--- config.mk ---
export PLATFORM = sky130hd
export DESIGN_NAME = spvcr_regs
export DESIGN_NICKNAME = d
export VERILOG_FILES = /design/src/core/spvcr_pkg.sv /design/src/core/spvcr_regs.sv
export VERILOG_INCLUDE_DIRS = /design/src /design/src/core
export SDC_FILE = /design/constraint.sdc
export NUM_CORES = 1
export LEC_CHECK = 0
export BUFFER_PORTS_ARGS = -buffer_cell sky130_fd_sc_hd__buf_4
export CAP_MARGIN = 20
export CORE_MARGIN = 3
export CORE_UTILIZATION = 25
export DETAILED_ROUTE_END_ITERATION = 8
export GPL_TIMING_DRIVEN = 0
export HOLD_SLACK_MARGIN = 0.1
export PLACE_DENSITY_LB_ADDON = 0.1
export SLEW_MARGIN = 20
export SYNTH_ARGS = -nofsm -noshare
export SYNTH_HDL_FRONTEND = slang
export SYNTH_SLANG_ARGS = --single-unit
--- constraint.sdc ---
create_clock -name core_clk -period 12.3 [get_ports core_clk]
set_input_delay 1.23 -clock core_clk [delete_from_list [all_inputs] [get_ports core_clk]]
set_output_delay 1.23 -clock core_clk [all_outputs]
set_load 0.02 [all_outputs]
--- src/core/spvcr_cfg.svh ---
// Offsets, field positions, reset values and access masks for the port vendor config bank
`ifndef SPVCR_CFG_SVH
`define SPVCR_CFG_SVH

`define SPVCR_OFS_TLC       8'h8C
`define SPVCR_OFS_PHY3      8'h90
`define SPVCR_OFS_PHY4      8'h94
`define SPVCR_OFS_OPM       8'h98

`define SPVCR_RST_TLC       32'h0079_1894
`define SPVCR_RST_PHY3      32'h0000_8000
`define SPVCR_RST_PHY4      32'h0000_116B
`define SPVCR_RST_OPM       32'h001F_0122

// Bits software may write in the control word
`define SPVCR_TLC_WMASK     32'h0000_0060
// Bits that exist at all (reserved read zero)
`define SPVCR_TLC_VMASK     32'hBFFF_1FFF
`define SPVCR_PHY3_VMASK    32'hFFFF_807F
`define SPVCR_PHY4_VMASK    32'h0000_FFFF
`define SPVCR_OPM_VMASK     32'h0FFF_01FF
// Upstream-only fields, shared from the upstream port
`define SPVCR_TLC_UPMASK    32'h3C00_18EF
`define SPVCR_PHY3_UPMASK   32'hFFFF_8000
`define SPVCR_OPM_UPMASK    32'h00FF_0000

`define SPVCR_BIT_NO_RELAX  6
`define SPVCR_BIT_PORT_DIS  10
`define SPVCR_BIT_RST_SEL   11
`define SPVCR_LSB_RATE_CNT  8
`define SPVCR_BIT_RETRAIN   16
`define SPVCR_BIT_CLKPD     23
`define SPVCR_LSB_REFCLK_EN 16
`define SPVCR_LSB_LANE_MODE 0
`define SPVCR_LSB_DELTA     15
// Edges after reset release before all strap stages hold the pin
`define SPVCR_STRAP_FILL    2'h3

`endif

--- src/core/spvcr_pkg.sv ---
// Types shared by the port vendor config bank
package spvcr_pkg;
  typedef enum logic [1:0] {
    SPVCR_SEL_TLC,
    SPVCR_SEL_PHY3,
    SPVCR_SEL_PHY4,
    SPVCR_SEL_OPM
  } spvcr_sel_type;
endpackage

--- src/core/spvcr_regs.sv ---
// Per-port vendor configuration register bank with sideband load and upstream sharing
`timescale 1ns/1ns
`include "spvcr_cfg.svh"

module spvcr_regs #(
  parameter int NPORTS = 3
) (
  // Clock and reset
  input  wire logic                     core_clk,
  input  wire logic                     sys_rst,
  // Strap pin, asynchronous to core_clk
  input  wire logic                     clock_buffer_powerdown_strap,
  // Configuration access from the port's config space
  input  wire logic                     cfg_wr,
  input  wire logic                     cfg_rd,
  input  wire logic [1:0]               cfg_port,
  input  wire logic [7:0]               cfg_addr,
  input  wire logic [31:0]              cfg_wdata,
  output logic      [31:0]              cfg_rdata,
  output logic                          cfg_rvalid,
  // Sideband (SMBus/I2C or EEPROM autoload) default override
  input  wire logic                     sb_wr,
  input  wire logic [1:0]               sb_port,
  input  wire logic [7:0]               sb_addr,
  input  wire logic [31:0]              sb_wdata,
  // Decoded controls, per port
  output logic [NPORTS-1:0]             relaxed_order_off,
  output logic [NPORTS-1:0]             port_disabled,
  output logic [NPORTS-1:0]             retrain_on_err_off,
  output logic [NPORTS*2-1:0]           rate_change_attempt_count,
  output logic [NPORTS*7-1:0]           phy_lane_mode,
  // Global controls taken from the upstream port
  output logic                          upstream_cfg_keep,
  output logic [16:0]                   phy_delta,
  output logic [15:0]                   phy_tx_margin,
  output logic [15:0]                   strap_modes,
  output logic [6:0]                    reference_clock_outputs_en,
  output logic                          reference_clock_outputs_pd
);

  // Storage per port and register
  // Each port keeps a full copy; downstream copies of upstream-only fields load but are never read
  logic [31:0] tlc_q  [NPORTS];
  logic [31:0] phy3_q [NPORTS];
  logic [31:0] phy4_q [NPORTS];
  logic [31:0] opm_q  [NPORTS];

  // Strap synchroniser and capture after reset release
  logic [2:0]  strap_sync_q;
  logic        strap_done_q;
  // Counts edges until all three stages hold the pin rather than reset zeros
  logic [1:0]  strap_fill_q;

  // Offset decode; hit is low for any offset outside this bank
  function automatic spvcr_pkg::spvcr_sel_type dec(input logic [7:0] a, output logic hit);
    hit = 1'b1;
    case (a)
      `SPVCR_OFS_TLC:  dec = spvcr_pkg::SPVCR_SEL_TLC;
      `SPVCR_OFS_PHY3: dec = spvcr_pkg::SPVCR_SEL_PHY3;
      `SPVCR_OFS_PHY4: dec = spvcr_pkg::SPVCR_SEL_PHY4;
      `SPVCR_OFS_OPM:  dec = spvcr_pkg::SPVCR_SEL_OPM;
      default: begin
        hit = 1'b0;
        dec = spvcr_pkg::SPVCR_SEL_TLC;
      end
    endcase
  endfunction

  // Merge per-port bits with the upstream port's copy of shared fields
  function automatic logic [31:0] merge(input logic [31:0] own, input logic [31:0] up, input logic [31:0] m);
    merge = (own & ~m) | (up & m);
  endfunction

  // Port index check; an index beyond the bank is dropped rather than aliased
  function automatic logic port_ok(input logic [1:0] p);
    port_ok = int'(p) < NPORTS;
  endfunction

  ////////////////////////////////////////////////////////////////////////////////
  // Strap: three flops, change counts once stages two and three agree
  // Reset zeros in the stages are not pin levels, hence the fill counter
  always_ff @(posedge core_clk or posedge sys_rst) begin
    if (sys_rst) begin
      strap_sync_q <= 3'h0;
      strap_fill_q <= 2'h0;
    end else begin
      strap_sync_q <= {strap_sync_q[1:0], clock_buffer_powerdown_strap};
      // Saturates; the capture waits for it so reset zeros are never taken as the pin
      if (strap_fill_q != `SPVCR_STRAP_FILL) begin
        strap_fill_q <= strap_fill_q + 2'h1;
      end
    end
  end

  ////////////////////////////////////////////////////////////////////////////////
  // Register storage: reset defaults, sideband load, config writes
  // Both buses decoded every cycle; the strobes, hit flags and port checks decide whether a result is used
  logic                     sb_hit;
  logic                     cfg_hit;
  spvcr_pkg::spvcr_sel_type sb_sel;
  spvcr_pkg::spvcr_sel_type cfg_sel;
  always_comb begin
    sb_sel  = dec(sb_addr, sb_hit);
    cfg_sel = dec(cfg_addr, cfg_hit);
  end

  always_ff @(posedge core_clk or posedge sys_rst) begin
    if (sys_rst) begin
      strap_done_q <= 1'b0;
      // Bit 23 keeps its reset zero until the strap is captured
      for (int p = 0; p < NPORTS; p++) begin
        tlc_q[p]  <= `SPVCR_RST_TLC;
        phy3_q[p] <= `SPVCR_RST_PHY3;
        phy4_q[p] <= `SPVCR_RST_PHY4;
        opm_q[p]  <= `SPVCR_RST_OPM;
      end
    end else begin
      // strap sampled into bit 23
      // Only the first capture after reset counts; later pin changes are ignored
      if (!strap_done_q && strap_fill_q == `SPVCR_STRAP_FILL && strap_sync_q[2] == strap_sync_q[1]) begin
        strap_done_q <= 1'b1;
        // All copies take the pin; only the upstream one reaches the output
        for (int p = 0; p < NPORTS; p++) begin
          opm_q[p][`SPVCR_BIT_CLKPD] <= strap_sync_q[2];
        end
      end
      // Only bits 5 and 6 take a software write; the rest is written back as it was
      // software touches only writable bits
      if (cfg_wr && cfg_hit && cfg_sel == spvcr_pkg::SPVCR_SEL_TLC && port_ok(cfg_port)) begin
        tlc_q[cfg_port] <= (tlc_q[cfg_port] & ~`SPVCR_TLC_WMASK) | (cfg_wdata & `SPVCR_TLC_WMASK);
      end
      // sideband overrides defaults; later in block so it wins a clash
      // Full-word load; reserved bits are masked so they keep reading zero
      if (sb_wr && sb_hit && port_ok(sb_port)) begin
        unique case (sb_sel)
          spvcr_pkg::SPVCR_SEL_TLC:  tlc_q[sb_port]  <= sb_wdata & `SPVCR_TLC_VMASK;
          spvcr_pkg::SPVCR_SEL_PHY3: phy3_q[sb_port] <= sb_wdata & `SPVCR_PHY3_VMASK;
          spvcr_pkg::SPVCR_SEL_PHY4: phy4_q[sb_port] <= sb_wdata & `SPVCR_PHY4_VMASK;
          spvcr_pkg::SPVCR_SEL_OPM:  opm_q[sb_port]  <= sb_wdata & `SPVCR_OPM_VMASK;
        endcase
      end
    end
  end

  ////////////////////////////////////////////////////////////////////////////////
  // Read path, one cycle latency; unmapped reads zero
  always_ff @(posedge core_clk or posedge sys_rst) begin
    if (sys_rst) begin
      cfg_rdata  <= 32'h0000_0000;
      cfg_rvalid <= 1'b0;
    end else begin
      // Every read is answered, unmapped ones with zero data
      cfg_rvalid <= cfg_rd;
      // Zero outside the valid cycle, so several banks can share one OR-ed return bus
      cfg_rdata  <= 32'h0000_0000;
      if (cfg_rd && cfg_hit && port_ok(cfg_port)) begin
        // shared fields read from upstream copy
        unique case (cfg_sel)
          spvcr_pkg::SPVCR_SEL_TLC:  cfg_rdata <= merge(tlc_q[cfg_port], tlc_q[0], `SPVCR_TLC_UPMASK);
          spvcr_pkg::SPVCR_SEL_PHY3: cfg_rdata <= merge(phy3_q[cfg_port], phy3_q[0], `SPVCR_PHY3_UPMASK);
          // Margin word exists once, so every port reads the upstream copy
          spvcr_pkg::SPVCR_SEL_PHY4: cfg_rdata <= phy4_q[0];
          spvcr_pkg::SPVCR_SEL_OPM:  cfg_rdata <= merge(opm_q[cfg_port], opm_q[0], `SPVCR_OPM_UPMASK);
        endcase
      end
    end
  end

  ////////////////////////////////////////////////////////////////////////////////
  // Per-port decoded controls
  // One cycle behind storage, so consumers see a settled level and never a write in flight
  always_ff @(posedge core_clk or posedge sys_rst) begin
    if (sys_rst) begin
      relaxed_order_off         <= '0;
      port_disabled             <= '0;
      // Mirror byte resets to 0x79, so its low bit has retraining off on every port
      retrain_on_err_off        <= '1;
      rate_change_attempt_count <= '0;
      phy_lane_mode             <= '0;
    end else begin
      for (int p = 0; p < NPORTS; p++) begin
        relaxed_order_off[p] <= tlc_q[0][`SPVCR_BIT_NO_RELAX];
        port_disabled[p] <= tlc_q[p][`SPVCR_BIT_PORT_DIS];
        retrain_on_err_off[p] <= tlc_q[p][`SPVCR_BIT_RETRAIN];
        rate_change_attempt_count[p*2 +: 2] <= tlc_q[p][`SPVCR_LSB_RATE_CNT +: 2];
        phy_lane_mode[p*7 +: 7] <= phy3_q[p][`SPVCR_LSB_LANE_MODE +: 7];
      end
    end
  end

  ////////////////////////////////////////////////////////////////////////////////
  // Global controls taken from the upstream port
  // Downstream copies of these fields are ignored; the upstream copy drives the whole chip
  always_ff @(posedge core_clk or posedge sys_rst) begin
    if (sys_rst) begin
      // Defaults match the reset words of the upstream copy
      upstream_cfg_keep          <= 1'b1;
      phy_delta                  <= 17'h0_0001;
      phy_tx_margin              <= 16'h116B;
      strap_modes                <= 16'h0122;
      reference_clock_outputs_en <= 7'h1F;
      reference_clock_outputs_pd <= 1'b0;
    end else begin
      upstream_cfg_keep <= tlc_q[0][`SPVCR_BIT_RST_SEL];
      phy_delta <= phy3_q[0][`SPVCR_LSB_DELTA +: 17];
      phy_tx_margin <= phy4_q[0][15:0];
      strap_modes <= opm_q[0][15:0];
      reference_clock_outputs_en <= opm_q[0][`SPVCR_LSB_REFCLK_EN +: 7];
      reference_clock_outputs_pd <= opm_q[0][`SPVCR_BIT_CLKPD];
    end
  end

endmodule

# Word-level counts from Yosys, hierarchy flattened
# Cells that the tools add are included.
[word_totals]
ff_bits = 515
input_bits = 90
output_inout_bits = 127
word_cells = 112
[op_classes]
n_addsub = 1
magnitude_cmp = 6
eq_ne = 17
n_mux = 32
bitwise = 6
n_reduce_logical = 19
[ops]
columns = ["cell", "n"]
rows = [
  ["bitwise mux 96 bit", 5],
  ["2-to-1 mux 96 bit", 3],
  ["2-to-1 mux 32 bit", 7],
  ["binary-select mux 32 bit (select 2 bit)", 3],
  ["2-to-1 mux 88 bit", 2],
  ["demux 32 bit (select 2 bit)", 2],
  ["one-hot mux 32 bit (4 select lines)", 1],
  ["equality test 8 bit (second input constant)", 8],
  ["bitwise OR 15 x 32 -> 32 bit", 1],
  ["bitwise OR 32 x 24 -> 32 bit", 1],
  ["bitwise OR 32 x 30 -> 32 bit", 1],
  ["bitwise OR 32 x 7 -> 32 bit", 1],
  ["2-to-1 mux 15 bit", 2],
  ["one-hot mux 2 bit (3 select lines)", 2],
  ["logical AND 1 bit", 11],
  ["equality test 2 bit (second input constant)", 5],
  ["OR reduction 4 bit", 2],
  ["greater-or-equal comparator 3 bit (second input constant)", 2],
  ["less-than comparator 3 x 1 -> 1 bit (second input constant)", 2],
  ["inverter 2 -> 3 bit", 2],
  ["AND reduction 2 bit", 3],
  ["2-to-1 mux 1 bit", 5],
  ["equality test 2 x 1 -> 1 bit (second input constant)", 2],
  ["zero test 2 bit", 2],
  ["other kinds (5)", 6],
]

# Depth between registers and ports, before layout
[depth]
depth_word = 10
mapped_depth = 7
depth_no_buf = 5

# Worst setup path after synthesis
# No wires, ideal clock.
[synth_timing]
path_type = "input-to-reg"
startpoint = "input port cfg_port[0]"
endpoint = "register cfg_rdata[27]"
setup_time_ps = 129
arrival_time_ps = 2527
required_ps = 12171
path_slack_ps = 9644
stages = 6
path_cell_list = "buf_2 > buf_2 > mux2_2 > a221o_1 > a221oi_1 > nor3_1"
[synth_via]
elab_chain_len = 7
elab_cells_between_ends = 9
classes_between = "order compare (1); mux (5); bitwise (2); reduce/logical (1)"
[synth_lines]
columns = ["item", "line_no", "rtl"]
rows = [
  ["start, declared", "spvcr_regs.sv:16", "input wire logic [1:0] cfg_port,"],
  ["inverter 2 -> 3 bit (not written as such)", "spvcr_regs.sv:163", "spvcr_pkg::SPVCR_SEL_OPM: cfg_rdata <= merge(opm_q[cfg_port], opm_q[0], `SPVCR_OPM_UPMASK);"],
  ["binary-select mux 32 bit (select 2 bit)", "spvcr_regs.sv:163", ""],
  ["2-to-1 mux 32 bit (not written as such) (2 in a row)", "spvcr_regs.sv:163", ""],
  ["bitwise OR 32 x 24 -> 32 bit", "spvcr_regs.sv:71", "merge = (own & ~m) | (up & m);"],
  ["one-hot mux 32 bit (4 select lines)", "spvcr_regs.sv:158", "unique case (cfg_sel)"],
  ["2-to-1 mux 32 bit *", "spvcr_regs.sv:156", "if (cfg_rd && cfg_hit && port_ok(cfg_port)) begin"],
  ["end signal, assigned", "spvcr_regs.sv:159", "spvcr_pkg::SPVCR_SEL_TLC: cfg_rdata <= merge(tlc_q[cfg_port], tlc_q[0], `SPVCR_TLC_UPMASK);"],
  ["end signal, assigned", "spvcr_regs.sv:160", "spvcr_pkg::SPVCR_SEL_PHY3: cfg_rdata <= merge(phy3_q[cfg_port], phy3_q[0], `SPVCR_PHY3_UPMASK);"],
  ["end signal, assigned", "spvcr_regs.sv:163", ""],
  ["end, declared", "spvcr_regs.sv:19", "output logic [31:0] cfg_rdata,"],
]
# Mark *: on every way between the ends. The rest lies on a longest branch, timed or not. The select of a mux whose other input is x is not followed.
# A chain may end at the register's enable or synchronous reset.

# Worst setup path in the final report
[layout_timing]
startpoint = "input port cfg_addr[3]"
endpoint = "register cfg_rdata[4]"
[layout_via]
elab_chain_len = 6
elab_cells_between_ends = 15
classes_between = "eq/ne (7); mux (4); reduce/logical (4)"
[layout_lines]
columns = ["item", "line_no", "rtl"]
rows = [
  ["start, declared", "spvcr_regs.sv:17", "input wire logic [7:0] cfg_addr,"],
  ["branches (longest 5 deep; another with one-hot mux 32 bit (4 select lines))", "-", ""],
  ["2-to-1 mux 32 bit *", "spvcr_regs.sv:156", ""],
  ["end signal, assigned", "spvcr_regs.sv:159", ""],
  ["end signal, assigned", "spvcr_regs.sv:160", ""],
  ["end signal, assigned", "spvcr_regs.sv:162", "spvcr_pkg::SPVCR_SEL_PHY4: cfg_rdata <= phy4_q[0];"],
]
# Every way passes the cells marked *.

==> metrics <==
number of setup violations in the final report=0; number of port buffers=170; pre-CTS setup slack=about 8.1 ns; CTS tree=done; # IOs=between 200 and 250; H-tree depth=2; PD cells=roughly 140 nW/um^2; CTS sink count=just under 300; synth unique cells=53; fmax=approximately 280 MHz; Top Metal Used=met5; Slew HR=30.2%; critical path endpoint category=flop; CTS clock-pin slew for the worst setup and hold paths=around 0.060 ns; Leak Pwr=between 7 and 8 nW; wire per inst=22.7 um; outcome=finished clean; Ys Warns=0; DRT Pass-1 Iters=4; Setup WS post-layout=approximately 8.7 ns; Site Rows=slightly below 80; Die X=221 um; Root Driver=clkbuf_16; Crit Path Max Fanout=10; CP Data Arrival Time=3.95 ns; Synth Area in XOR/XNOR=less than 1%; Fin. Hold Viols=0; Starting Density=roughly 25%; share of cells above drive strength 1=between 40 and 50%; largest family of logic cells by synthesized area=multiplexers; Avg Inst Size Synth=14.6 um^2; worst reg2reg endpoint=cfg_rdata[4]; synthesized netlist cell count=789; Compound-Gate Fraction of Synth Area=around 6.6%; period utilization=between 20 and 30%; max cap viols=0; internal power=0.00164 W; hold_ws=about 0.36 ns; CTS Hold Bufs=0; Die Height=221 um; skew final=0.0118 ns; CORE AREA=45500 um^2; Mapped Area=11500 um^2; met3 wire length=~2300 um; final core occ=32.5%; Adder-Cell Fraction of Synth Area=less than 1%; Seq/Total Area, Yosys=about two thirds; Synth async-reset ratio=100%; Sw Pwr=roughly 0.00049 W; Synth Area in Simple Gates=5.81%; Area Growth Syn to Fin=28.3%; Switching Share=23.2%; synth cell count leaders=dfrtp_1 (231), mux2_2 (152), dfstp_2 (64); DR vias/cell=approximately 4.4; Flop pwr share=a little under half; insertion delay to the later sink of the worst-skew pair=0.54 ns; final net count=between 1000 and 1500; Reg2Reg Setup Slack=10.60 ns; WL met1=roughly 17000 um; worst hold-check path type=flop to flop; routed via count=about 7200; mux contribution to synthesized area=around 20%; dpl hpwl=25000 um; Critical Path RT=roughly 13 ns; number of synthesized flops with an enable pin=0; GRT Total Usage=between 15 and 20%; Tmin final=approximately 3.6 ns; grt ovf=0; largest net degree at the start of global routing=95; clock share of power=between 40% and 50%; Startpoint Class=input pin; top-count cell post-synth=dfrtp_1; max-slew violations=0; RSZ-0062 raised after global routing=false; Seq cells post-synth=around 300; Detailed Route WL=~37000 um; Layout Cells excl Fill=around 1600; # placed instances=about 1600; first-pass GRT wire length=around 54000 um; DIE AREA=48700 um^2; reg2reg path depth=4; worst reg2reg startpoint=opm_q[68]; Max rail drop VDD=about 66 uV; synth top area cells=dfrtp_1 (50%), mux2_2 (15%), dfstp_2 (15%); ys flop type=dfrtp_1; DR WL met2=around 17000 um; DR DRC count=0; vias in the first global route=~7700; cell accounting for the most synthesized area=dfrtp_1; Setup Buffers After CTS=0; Antenna Violating Nets Remaining=0; Comb pwr share=between 5 and 6%; Finished Cell Area=around 15000 um^2; initial drt markers=approximately 400; actual slew at the worst max-slew pin=1.05 ns; Hold Startpoint=strap_sync_q[0]; clock buffer count from CTS=36; cts repair resizes=0; WS Path Type=input pin to flop; hold endpoint=strap_sync_q[1]; CTS Buffer Depth=3; initial antenna violation count=2; share of the synthesized area in the top cell type=between 50% and 60%; routability cong.=between 0.7 and 0.8; Area after DPL=around 14000 um^2; antenna fix cells=0; Hold Path Cell Cnt=0
-- state kept, by name, summed over array words and instances (netlist names), 2 cells and up --
| name | count |
|---|---|
| phy4_q | 16 |
| phy_delta | 17 |
| tlc_q | 70 |
| rate_change_attempt_count | 6 |
| cfg_rdata | 32 |
| reference_clock_outputs_en | 7 |
| strap_sync_q | 3 |
| phy_tx_margin | 16 |
| port_disabled | 3 |
| opm_q | 47 |
| phy_lane_mode | 21 |
| phy3_q | 38 |
| strap_modes | 9 |
| strap_fill_q | 2 |
| retrain_on_err_off | 3 |
-- power groups by stage --
stage | sequential (W) | clock (W) | combinational (W)
floorplan | 0.00101 | 0 | 0.0000504
global route | 0.000995 | 0.00111 | 0.000120
CTS | 0.000994 | 0.00107 | 0.000112
finish | 0.000994 | 0.00103 | 0.000108
global placement | 0.00101 | 0 | 0.000108
detailed placement | 0.00101 | 0 | 0.000112
-- area by class of cell --
cell class                      instances  area, um^2
Clock inverter                          8        90.1
Buffer                                 61         294
Fill cell                            4610       30700
Timing Repair Buffer                  173        1360
Sequential cell                       295        7460
Inverter                                7        33.8
Multi-Input combinational cell        432        3760
Tap cell                              600         751
Clock buffer                           56        1030
-- logic make-up after synthesis --
| family | count (synthesis) |
|---|---|
| other | 1 |
| buffers and inverters | 68 |
| xor gates and xnor gates | 3 |
| and+or+nand+nor | 115 |
| DFF | 295 |
| AOI/OAI and AO/OA | 100 |
| adders and majority gates | 1 |
| muxes | 206 |
-- worst max-delay path, stage by stage --
cell and delay [ns]:
buf_4 0.09, clkbuf_1 0.59, buf_2 0.45, clkbuf_1 0.66, a22oi_1 0.30, a221oi_1 0.61
-- layout by cell type (no fill, tap or decap), types with 8 or more instances in the layout --
master     count
mux2_1        14
nor2b_1       11
buf_2         25
a21oi_1       19
dfrtp_1      231
clkbuf_16     37
mux2i_1       40
dfstp_2       64
o21ai_0       15
a221oi_1       8
mux2_2       152
nand2b_1       9
clkbuf_1      38
a211o_1        8
buf_4        179
a2111oi_0      9
o2bb2ai_1     19
nand2_1       21
nor2_1        36
-- per-stage QoR --
step | total power, W | TNS (ns)
2_1_floorplan | 0.00106 | 0
3_3_place_gp | 0.00112 | -277.24
3_5_place_dp | 0.00112 | 0
4_1_cts | 0.00218 | 0
5_1_grt | 0.00223 | 0
6_report | 0.00213 | 0
-- metal layers --
| layer | up-vias | global-route usage [%] |
|---|---|---|
| met1 | 3760 | 20.8 |
| li1 | 3253 | - |
| met3 | 47 | 3.68 |
| met2 | 185 | 24.7 |
| met5 | - | 0 |
| met4 | 2 | 3.82 |
-- worst max-delay path by stage --
stage	from	to	slack (ns)	cells after the start
4_1_cts	cfg_addr[3]	cfg_rdata[4]	8.61	6
5_1_grt	cfg_addr[3]	cfg_rdata[4]	8.56	6
6_report	cfg_addr[3]	cfg_rdata[4]	8.71	6
2_1_floorplan	sys_rst	cfg_rdata[0]	3.03	1
3_5_place_dp	cfg_addr[3]	cfg_rdata[4]	8.06	6
3_3_place_gp	sys_rst	phy_lane_mode[8]	-1.22	2
No activity file was read; power rests on OpenSTA's default activity.
